$ cat src/rtl/dhs_pkg.sv
// Package for the dog-type homing sequencer: register map, field layouts, states.
// Assumes a single 50 MHz clock domain and an AHB-Lite register slave.
package dhs_pkg;

    localparam int unsigned CLK_HZ = 50_000_000;
    localparam int unsigned POS_W = 32;
    localparam int unsigned SPD_W = 16;

    // Register byte offsets
    localparam logic [7:0] OFS_CTRL = 8'h00;
    localparam logic [7:0] OFS_RAPID = 8'h04;
    localparam logic [7:0] OFS_HOME_RAPID = 8'h08;
    localparam logic [7:0] OFS_APPROACH = 8'h0C;
    localparam logic [7:0] OFS_SHIFT = 8'h10;
    localparam logic [7:0] OFS_MASK = 8'h14;
    localparam logic [7:0] OFS_GRID_SPACE = 8'h18;
    localparam logic [7:0] OFS_MC_OFFSET = 8'h1C;
    localparam logic [7:0] OFS_STATUS = 8'h20;
    localparam logic [7:0] OFS_GRID_AMOUNT = 8'h24;
    localparam logic [7:0] OFS_MACHINE_POS = 8'h28;
    localparam logic [7:0] OFS_MOVE_CMD = 8'h2C;

    // Control register fields
    localparam int unsigned CTRL_START_BIT = 0;
    localparam int unsigned CTRL_ABORT_BIT = 1;
    localparam int unsigned CTRL_DIR_BIT = 2;
    localparam int unsigned CTRL_NOREF_BIT = 3;
    localparam int unsigned CTRL_HIGHSPEED_BIT = 4;
    localparam int unsigned CTRL_GRID_SEL_BIT = 6;
    localparam int unsigned CTRL_ERR_CLR_BIT = 7;

    // Status register fields
    localparam int unsigned ST_BUSY_BIT = 0;
    localparam int unsigned ST_DONE_BIT = 1;
    localparam int unsigned ST_PROG_ERR_BIT = 2;
    localparam int unsigned ST_MOVING_BIT = 3;

    // Reset values
    localparam logic [31:0] CTRL_RST = 32'h0000_0000;
    localparam logic [15:0] RAPID_RST = 16'h0100;
    localparam logic [15:0] HOME_RAPID_RST = 16'h0080;
    localparam logic [15:0] APPROACH_RST = 16'h0004;
    localparam logic [31:0] GRID_SPACE_RST = 32'h0000_1000;

    localparam logic [1:0] HTRANS_NONSEQ = 2'h2;

    typedef enum {
        DHS_IDLE,
        DHS_RAPID,
        DHS_DECEL,
        DHS_APPROACH,
        DHS_MASKED,
        DHS_SEEK_GRID,
        DHS_SHIFT,
        DHS_FAST_RETURN,
        DHS_DONE
    } dhs_state_t;

    typedef struct packed {
        logic busy;
        logic done;
        logic prog_err;
        logic moving;
    } dhs_status_t;

    typedef struct packed {
        logic dir_neg;
        logic noref;
        logic high_speed_sel;
        logic grid_report_select;
    } dhs_cfg_t;

endpackage : dhs_pkg

$ cat src/rtl/dhs_homing_sequencer.sv
// Dog-type homing sequencer for one relative-encoder axis, with AHB-Lite registers.
// Assumes dog and Z-phase come from pins; position feedback is a count on this clock.
//
// Chosen here: the address map and register access over AHB-Lite.
`timescale 1ns/1ns
module dhs_homing_sequencer #(
    parameter int unsigned POS_W = dhs_pkg::POS_W,
    parameter int unsigned SPD_W = dhs_pkg::SPD_W
) (
    input wire logic clk_i,
    input wire logic rst_n_i,
    input wire logic hsel_i,
    input wire logic [31:0] haddr_i,
    input wire logic [1:0] htrans_i,
    input wire logic hwrite_i,
    input wire logic [2:0] hsize_i,
    input wire logic [31:0] hwdata_i,
    input wire logic hready_i,
    output logic [31:0] hrdata_o,
    output logic hreadyout_o,
    output logic hresp_o,
    input wire logic dog_i,
    input wire logic zphase_i,
    input wire logic [POS_W-1:0] fb_pos_i,
    output logic [SPD_W-1:0] speed_cmd_o,
    output logic dir_neg_o,
    output logic [POS_W-1:0] pos_target_o,
    output logic pos_mode_o,
    output logic homed_o,
    output logic prog_err_o
);

    // Bus address phase capture
    logic wr_pend_reg;
    logic rd_pend_reg;
    logic [7:0] addr_reg;
    logic [31:0] hrdata_reg;

    // Configuration
    dhs_pkg::dhs_cfg_t cfg_reg;
    logic [SPD_W-1:0] rapid_reg;
    logic [SPD_W-1:0] home_rapid_reg;
    logic [SPD_W-1:0] approach_reg;
    logic [POS_W-1:0] shift_reg;
    logic [POS_W-1:0] mask_reg;
    logic [POS_W-1:0] grid_space_reg;
    logic [POS_W-1:0] mc_offset_reg;
    logic start_reg;
    logic abort_reg;
    logic err_clr_reg;
    logic move_cmd_reg;

    // Sequencer state
    dhs_pkg::dhs_state_t state_reg;
    logic homed_reg;
    logic prog_err_reg;
    logic [POS_W-1:0] ref_pos_reg;
    logic [POS_W-1:0] rel_pos_reg;
    logic [POS_W-1:0] release_pos_reg;
    logic [POS_W-1:0] grid_amount_reg;
    logic [POS_W-1:0] machine_pos_reg;
    logic [POS_W-1:0] grid_phase_reg;
    logic [POS_W-1:0] last_fb_reg;

    // Pin synchronisers
    logic dog_meta_reg;
    logic dog_sync_reg;
    logic dog_prev_reg;
    logic z_meta_reg;
    logic z_sync_reg;
    logic z_prev_reg;

    logic bus_take;
    logic [POS_W-1:0] fb_delta;
    logic [POS_W-1:0] travel;
    logic grid_hit;
    logic z_rise;
    logic dog_fall;
    logic [POS_W-1:0] step_abs;
    logic [POS_W-1:0] phase_sum;
    logic [POS_W-1:0] fast_left;

    assign bus_take = hsel_i && hready_i && (htrans_i == dhs_pkg::HTRANS_NONSEQ);

    // Bus address phase; answer is zero wait state
    always_ff @(posedge clk_i) begin
        if (!rst_n_i) begin
            wr_pend_reg <= 1'b0;
            rd_pend_reg <= 1'b0;
            addr_reg <= 8'h00;
        end else begin
            wr_pend_reg <= bus_take && hwrite_i;
            rd_pend_reg <= bus_take && !hwrite_i;
            if (bus_take) begin
                addr_reg <= haddr_i[7:0];
            end
        end
    end

    always_ff @(posedge clk_i) begin
        if (!rst_n_i) begin
            hreadyout_o <= 1'b1;
            hresp_o <= 1'b0;
        end else begin
            hreadyout_o <= 1'b1;
            hresp_o <= 1'b0;
        end
    end

    // Register writes; command strobes last one cycle
    always_ff @(posedge clk_i) begin
        if (!rst_n_i) begin
            cfg_reg <= '0;
            rapid_reg <= SPD_W'(dhs_pkg::RAPID_RST);
            home_rapid_reg <= SPD_W'(dhs_pkg::HOME_RAPID_RST);
            approach_reg <= SPD_W'(dhs_pkg::APPROACH_RST);
            shift_reg <= '0;
            mask_reg <= '0;
            grid_space_reg <= POS_W'(dhs_pkg::GRID_SPACE_RST);
            mc_offset_reg <= '0;
            start_reg <= 1'b0;
            abort_reg <= 1'b0;
            err_clr_reg <= 1'b0;
            move_cmd_reg <= 1'b0;
        end else begin
            start_reg <= 1'b0;
            abort_reg <= 1'b0;
            err_clr_reg <= 1'b0;
            move_cmd_reg <= 1'b0;
            if (wr_pend_reg) begin
                case (addr_reg)
                    dhs_pkg::OFS_CTRL: begin
                        start_reg <= hwdata_i[dhs_pkg::CTRL_START_BIT];
                        abort_reg <= hwdata_i[dhs_pkg::CTRL_ABORT_BIT];
                        err_clr_reg <= hwdata_i[dhs_pkg::CTRL_ERR_CLR_BIT];
                        cfg_reg.dir_neg <= hwdata_i[dhs_pkg::CTRL_DIR_BIT];
                        cfg_reg.noref <= hwdata_i[dhs_pkg::CTRL_NOREF_BIT];
                        cfg_reg.high_speed_sel <= hwdata_i[dhs_pkg::CTRL_HIGHSPEED_BIT];
                        cfg_reg.grid_report_select <= hwdata_i[dhs_pkg::CTRL_GRID_SEL_BIT];
                    end
                    dhs_pkg::OFS_RAPID: rapid_reg <= hwdata_i[SPD_W-1:0];
                    dhs_pkg::OFS_HOME_RAPID: home_rapid_reg <= hwdata_i[SPD_W-1:0];
                    dhs_pkg::OFS_APPROACH: approach_reg <= hwdata_i[SPD_W-1:0];
                    dhs_pkg::OFS_SHIFT: shift_reg <= hwdata_i[POS_W-1:0];
                    dhs_pkg::OFS_MASK: mask_reg <= hwdata_i[POS_W-1:0];
                    dhs_pkg::OFS_GRID_SPACE: grid_space_reg <= hwdata_i[POS_W-1:0];
                    dhs_pkg::OFS_MC_OFFSET: mc_offset_reg <= hwdata_i[POS_W-1:0];
                    dhs_pkg::OFS_MOVE_CMD: move_cmd_reg <= hwdata_i[0];
                    default: ;
                endcase
            end
        end
    end

    // Read data is registered from the address phase
    always_ff @(posedge clk_i) begin
        if (!rst_n_i) begin
            hrdata_reg <= 32'h0000_0000;
        end else if (bus_take && !hwrite_i) begin
            case (haddr_i[7:0])
                dhs_pkg::OFS_CTRL: hrdata_reg <= 32'({cfg_reg.grid_report_select, 1'b0,
                    cfg_reg.high_speed_sel, cfg_reg.noref, cfg_reg.dir_neg, 2'b00});
                dhs_pkg::OFS_RAPID: hrdata_reg <= 32'(rapid_reg);
                dhs_pkg::OFS_HOME_RAPID: hrdata_reg <= 32'(home_rapid_reg);
                dhs_pkg::OFS_APPROACH: hrdata_reg <= 32'(approach_reg);
                dhs_pkg::OFS_SHIFT: hrdata_reg <= 32'(shift_reg);
                dhs_pkg::OFS_MASK: hrdata_reg <= 32'(mask_reg);
                dhs_pkg::OFS_GRID_SPACE: hrdata_reg <= 32'(grid_space_reg);
                dhs_pkg::OFS_MC_OFFSET: hrdata_reg <= 32'(mc_offset_reg);
                dhs_pkg::OFS_STATUS: hrdata_reg <= 32'({(state_reg != dhs_pkg::DHS_IDLE),
                    prog_err_reg, homed_reg, (state_reg != dhs_pkg::DHS_IDLE)});
                dhs_pkg::OFS_GRID_AMOUNT: hrdata_reg <= 32'(grid_amount_reg);
                dhs_pkg::OFS_MACHINE_POS: hrdata_reg <= 32'(machine_pos_reg);
                default: hrdata_reg <= 32'h0000_0000;
            endcase
        end
    end

    assign hrdata_o = hrdata_reg;

    // Two-stage synchronisers for pin inputs
    always_ff @(posedge clk_i) begin
        if (!rst_n_i) begin
            dog_meta_reg <= 1'b0;
            dog_sync_reg <= 1'b0;
            dog_prev_reg <= 1'b0;
            z_meta_reg <= 1'b0;
            z_sync_reg <= 1'b0;
            z_prev_reg <= 1'b0;
        end else begin
            dog_meta_reg <= dog_i;
            dog_sync_reg <= dog_meta_reg;
            dog_prev_reg <= dog_sync_reg;
            z_meta_reg <= zphase_i;
            z_sync_reg <= z_meta_reg;
            z_prev_reg <= z_sync_reg;
        end
    end

    assign z_rise = z_sync_reg && !z_prev_reg;
    assign dog_fall = !dog_sync_reg && dog_prev_reg;
    assign fb_delta = fb_pos_i - last_fb_reg;
    assign step_abs = cfg_reg.dir_neg ? (POS_W'(0) - fb_delta) : fb_delta;
    assign travel = rel_pos_reg - release_pos_reg;
    assign phase_sum = grid_phase_reg + step_abs;
    assign fast_left = ref_pos_reg - rel_pos_reg - step_abs - POS_W'(speed_cmd_o);

    // Grid points: Z-phase resyncs, spacing subdivides the revolution
    always_ff @(posedge clk_i) begin
        if (!rst_n_i) begin
            grid_phase_reg <= '0;
            last_fb_reg <= '0;
            rel_pos_reg <= '0;
        end else begin
            last_fb_reg <= fb_pos_i;
            rel_pos_reg <= rel_pos_reg + step_abs;
            if (z_rise) begin
                grid_phase_reg <= '0;
            end else if (phase_sum >= grid_space_reg) begin
                grid_phase_reg <= phase_sum - grid_space_reg;
            end else begin
                grid_phase_reg <= phase_sum;
            end
        end
    end

    assign grid_hit = z_rise || (phase_sum >= grid_space_reg);

    // Homing sequence
    always_ff @(posedge clk_i) begin
        if (!rst_n_i) begin
            state_reg <= dhs_pkg::DHS_IDLE;
            release_pos_reg <= '0;
            grid_amount_reg <= '0;
            ref_pos_reg <= '0;
        end else if (abort_reg) begin
            state_reg <= dhs_pkg::DHS_IDLE;
        end else begin
            case (state_reg)
                dhs_pkg::DHS_IDLE: begin
                    if (start_reg && !cfg_reg.noref) begin
                        if (homed_reg && cfg_reg.high_speed_sel) begin
                            state_reg <= dhs_pkg::DHS_FAST_RETURN;
                        end else begin
                            state_reg <= dhs_pkg::DHS_RAPID;
                        end
                    end
                end
                dhs_pkg::DHS_RAPID: begin
                    if (dog_sync_reg) begin
                        state_reg <= dhs_pkg::DHS_DECEL;
                    end
                end
                dhs_pkg::DHS_DECEL: begin
                    if (fb_delta == '0) begin
                        state_reg <= dhs_pkg::DHS_APPROACH;
                    end
                end
                dhs_pkg::DHS_APPROACH: begin
                    if (dog_fall) begin
                        release_pos_reg <= rel_pos_reg;
                        state_reg <= (mask_reg != '0) ? dhs_pkg::DHS_MASKED
                            : dhs_pkg::DHS_SEEK_GRID;
                    end
                end
                dhs_pkg::DHS_MASKED: begin
                    if (travel >= mask_reg) begin
                        state_reg <= dhs_pkg::DHS_SEEK_GRID;
                    end
                end
                dhs_pkg::DHS_SEEK_GRID: begin
                    if (grid_hit) begin
                        if (cfg_reg.grid_report_select) begin
                            grid_amount_reg <= travel - mask_reg;
                        end else begin
                            grid_amount_reg <= travel;
                        end
                        ref_pos_reg <= rel_pos_reg + shift_reg;
                        state_reg <= (shift_reg != '0) ? dhs_pkg::DHS_SHIFT
                            : dhs_pkg::DHS_DONE;
                    end
                end
                dhs_pkg::DHS_SHIFT: begin
                    if (rel_pos_reg >= ref_pos_reg) begin
                        state_reg <= dhs_pkg::DHS_DONE;
                    end
                end
                dhs_pkg::DHS_FAST_RETURN: begin
                    if (fast_left == '0) begin
                        state_reg <= dhs_pkg::DHS_DONE;
                    end
                end
                dhs_pkg::DHS_DONE: state_reg <= dhs_pkg::DHS_IDLE;
                default: state_reg <= dhs_pkg::DHS_IDLE;
            endcase
        end
    end

    // Homed flag and machine coordinates
    always_ff @(posedge clk_i) begin
        if (!rst_n_i) begin
            homed_reg <= 1'b0;
            machine_pos_reg <= '0;
        end else if (state_reg == dhs_pkg::DHS_DONE && !abort_reg) begin
            homed_reg <= 1'b1;
            machine_pos_reg <= mc_offset_reg;
        end else begin
            machine_pos_reg <= machine_pos_reg + fb_delta;
        end
    end

    // Program error: set wins over clear
    always_ff @(posedge clk_i) begin
        if (!rst_n_i) begin
            prog_err_reg <= 1'b0;
        end else if (move_cmd_reg && !homed_reg && !cfg_reg.noref) begin
            prog_err_reg <= 1'b1;
        end else if (err_clr_reg) begin
            prog_err_reg <= 1'b0;
        end
    end

    // Motion command outputs
    always_ff @(posedge clk_i) begin
        if (!rst_n_i) begin
            speed_cmd_o <= '0;
            dir_neg_o <= 1'b0;
            pos_target_o <= '0;
            pos_mode_o <= 1'b0;
            homed_o <= 1'b0;
            prog_err_o <= 1'b0;
        end else begin
            homed_o <= homed_reg;
            prog_err_o <= prog_err_reg;
            dir_neg_o <= cfg_reg.dir_neg;
            pos_target_o <= ref_pos_reg;
            pos_mode_o <= (state_reg == dhs_pkg::DHS_FAST_RETURN);
            case (state_reg)
                dhs_pkg::DHS_RAPID: speed_cmd_o <= home_rapid_reg;
                dhs_pkg::DHS_APPROACH, dhs_pkg::DHS_MASKED, dhs_pkg::DHS_SEEK_GRID,
                dhs_pkg::DHS_SHIFT: speed_cmd_o <= approach_reg;
                dhs_pkg::DHS_FAST_RETURN: speed_cmd_o <= (fast_left < POS_W'(rapid_reg))
                    ? fast_left[SPD_W-1:0] : rapid_reg;
                default: speed_cmd_o <= '0;
            endcase
        end
    end

endmodule : dhs_homing_sequencer

$ cat config.mk
export PLATFORM = sky130hd
export DESIGN_NAME = dhs_homing_sequencer
export DESIGN_NICKNAME = d
export VERILOG_FILES = /design/src/rtl/dhs_pkg.sv /design/src/rtl/dhs_homing_sequencer.sv
export SDC_FILE = /design/constraint.sdc
export NUM_CORES = 2
export LEC_CHECK = 0
export CAP_MARGIN = 10
export CORE_ASPECT_RATIO = 0.7
export CORE_UTILIZATION = 28
export DETAILED_ROUTE_END_ITERATION = 12
export DONT_BUFFER_PORTS = 1
export PLACE_DENSITY_LB_ADDON = 0.05
export SLEW_MARGIN = 20
export SYNTH_ARGS = -nofsm -noshare
export SYNTH_HDL_FRONTEND = slang
export SYNTH_SLANG_ARGS = --single-unit
$ cat constraint.sdc
create_clock -name clk_i -period 14.7 [get_ports clk_i]
set_input_delay 2.205 -clock clk_i [delete_from_list [all_inputs] [get_ports clk_i]]
set_output_delay 2.205 -clock clk_i [all_outputs]
set_load 0.005 [all_outputs]
==> flow_summary.json <==
{
  "p_sw_share_pct": 49.1,
  "async_flop_share_pct": 0,
  "synth_edf_count": 0,
  "slowest_delay_ns": 0.75,
  "clock_latency_ns": 0.69,
  "antenna_found_initial": 15,
  "crit_family": "compound AO/OA/AOI/OAI gates",
  "drt_iter0_markers": 2798,
  "place.gp.congestion": 0.887,
  "drc": 0,
  "worst-setup-path-type": "in -> reg",
  "endpoint_kind": "register",
  "ir_drop_v": 0.000109,
  "switching_power_uw": 4960,
  "grt_max_degree": 101,
  "slowest_stage": "o41ai_1",
  "synth_nets": 5273,
  "nets": 5194,
  "yosys-top-cells-area": "dfxtp_1 (28%), ha_1 (12%), nand2_1 (7.6%)",
  "cts_tree": "yes",
  "num_rows": 110,
  "grt_usage_pct": 24.1,
  "power_uw": 10100,
  "hold_buffers": 0,
  "clock.fmax_mhz": 85.6,
  "wl_per_cell_um": 25.3,
  "crit_buf_inv": 3,
  "setup_viol": 0,
  "ctsResizeCount": 0,
  "drv_slew": 0,
  "clk_path_buf_depth": 3,
  "worstPathArrival_ns": 12.29,
  "dp_hpwl_mm": 127,
  "drive_gt1_share_pct": 5.55,
  "postRouteAntennaNets": 0,
  "crit_fanout": 23,
  "num_vias": 34000,
  "post_cts_buffers": 0,
  "p_comb_share_pct": 65.5,
  "maxSlewHeadroom_pct": 24.5,
  "syn2layout_area_growth_pct": 11.6,
  "port_buffers": 0,
  "root_buffer": "clkbuf_16",
  "wl_mm": 163,
  "clockPowerShare_pct": 17.7,
  "fin_area_um2": 41000,
  "hold_slack_ns": 0.432,
  "clkTransAtPathRegs_ns": 0.06,
  "firstDrtPassIters": 6,
  "p_leak_uw": 0.0159,
  "post-route-period-util_pct": 79.5,
  "fin_worst_skew_ns": 0.0382,
  "die_x_um": 435,
  "htree_num_levels": 3,
  "core_um2": 129000,
  "cap_viol_max_count": 0,
  "ys.warnings.count": 0,
  "fp.dieH_um": 305,
  "gr-total-overflow": 0,
  "intPower_uw": 5150,
  "power_per_cell_area_nw_per_um2": 247,
  "critPathMostFrequentCell": "ha_1",
  "grt_pass1_vias": 31900,
  "fin_tns_setup_ns": 0,
  "fill_cells": 14000,
  "ys_seq_area_share_pct": 28.0,
  "grt_pass1_wl_mm": 234,
  "syn-instance-count": 4751,
  "synth_area_per_cell_um2": 7.73,
  "place_area_um2": 38600,
  "pin_count": 194,
  "ys_ff_latch": 513,
  "dieArea_um2": 133000,
  "synth_top_area_share_pct": 28.0,
  "hold_violations": 0,
  "syn-cell-area_um2": 36700,
  "viasPerCell": 5.27,
  "cts_made_buffers": 67,
  "netlist.top_cell.by_area": "dfxtp_1",
  "cp-start-kind": "primary input",
  "tightest_slew_ns": 1.13,
  "seqPwrFrac_pct": 16.9,
  "synth_ff_type": "dfxtp_1",
  "critPathRequiredTime_ns": 15.31,
  "min_path_type": "reg -> reg",
  "yosysUniqueCellTypes": 108,
  "cts_sinks": 513,
  "status": "finished, final reports clean",
  "min_period_ns": 11.68,
  "rsz0062_at_grt": "no",
  "start_util_pct": 28.4
}
logic make-up after synthesis:
kind of cell             after synthesis  share of synthesized area (%)
other                                  2                         0.0205
AND/OR/NAND/NOR                     1611                           20.1
multiplexers                          41                           1.12
XOR/XNOR                             241                           5.79
flip-flops                           513                           28.0
AO/OA/AOI/OAI                       1374                           23.9
adder cells (fa/ha/maj)              414                           15.2
buffers and inverters                555                           5.95
worst paths after layout:
path | end | slack (ns) | start | cells after the start
max | ref_pos_reg[26] | 3.02 | fb_pos_i[0] | 34
min | z_sync_reg | 0.43 | z_meta_reg | 1
max reg2reg | ref_pos_reg[26] | 4.31 | last_fb_reg[0] | 33
min reg2reg | z_sync_reg | 0.43 | z_meta_reg | 1
synth_stat cells (53+ instances only):
cell and n:
o21ai_0 160, inv_1 346, nor3_1 70, nand2_1 744, a31oi_1 63, a21oi_1 544, fa_1 53, a21o_1 124
ha_1 361, a22oi_1 81, and2_1 67, nor2_1 335, xor2_1 76, clkbuf_1 170, nand3_1 88, dfxtp_1 513
xnor2_1 164
stage by stage:
stage | std cells | util (%) | setup WS, ns
after global routing | 6460 | 31.7 | 2.45
after floorplan | 4751 | - | 4.51
after CTS | 6460 | 31.6 | 3.20
after detailed placement | 6339 | 29.9 | 2.52
final | 6461 | 31.7 | 3.02
after global placement | 6339 | 29.9 | 2.61
cells in the final DEF, fill, tap and decap left out, drive strengths merged, types with 89 or more instances in the layout:
cell type / n
nand2: 744
a21oi: 546
dfxtp: 513
ha: 361
inv: 351
nor2: 335
o21ai: 168
xnor2: 164
a21o: 126
clkbuf: 98
nand3: 89
routing by layer:
layer,up-vias,track usage [%],share of wire [%]
met2,951,32.8,39
met3,165,6.16,7.5
met5,-,0,0.028
met4,6,5.81,2.4
met1,16400,36.7,51
li1,16500,-,-
worst reg2reg max path, delay by kind of cell, from the launching register on:
| kind | cells | cell delay (ns) |
|---|---|---|
| compound gates | 16 | 5.50 |
| xor+xnor | 2 | 0.43 |
| fa+ha+maj | 4 | 1.41 |
| buf+inv | 2 | 0.41 |
| flops | 1 | 0.30 |
| mux | 1 | 0.17 |
| simple gates | 8 | 2.11 |
power by group through the flow:
stage	Sequential (uW)	Combinational, uW	Clock, uW
detailed placement	1740	6500	0
global route	1720	7350	1890
finish	1700	6620	1790
floorplan	1650	4730	0
global placement	1740	6560	0
CTS	1710	6560	1830
layout make-up:
cell class              instances  area, um^2  area share [%]
multi-input cells            3683       24400            59.7
flip-flops and latches        513       10300            25.1
well taps                    1736        2170            5.30
clock buffers                  98        2010            4.90
inverters                     347        1310            3.20
repair buffers                 60         463            1.13
clock inverters                23         292           0.712
diodes                          1        2.50         0.00611
No activity file was read; power rests on OpenSTA's default activity.
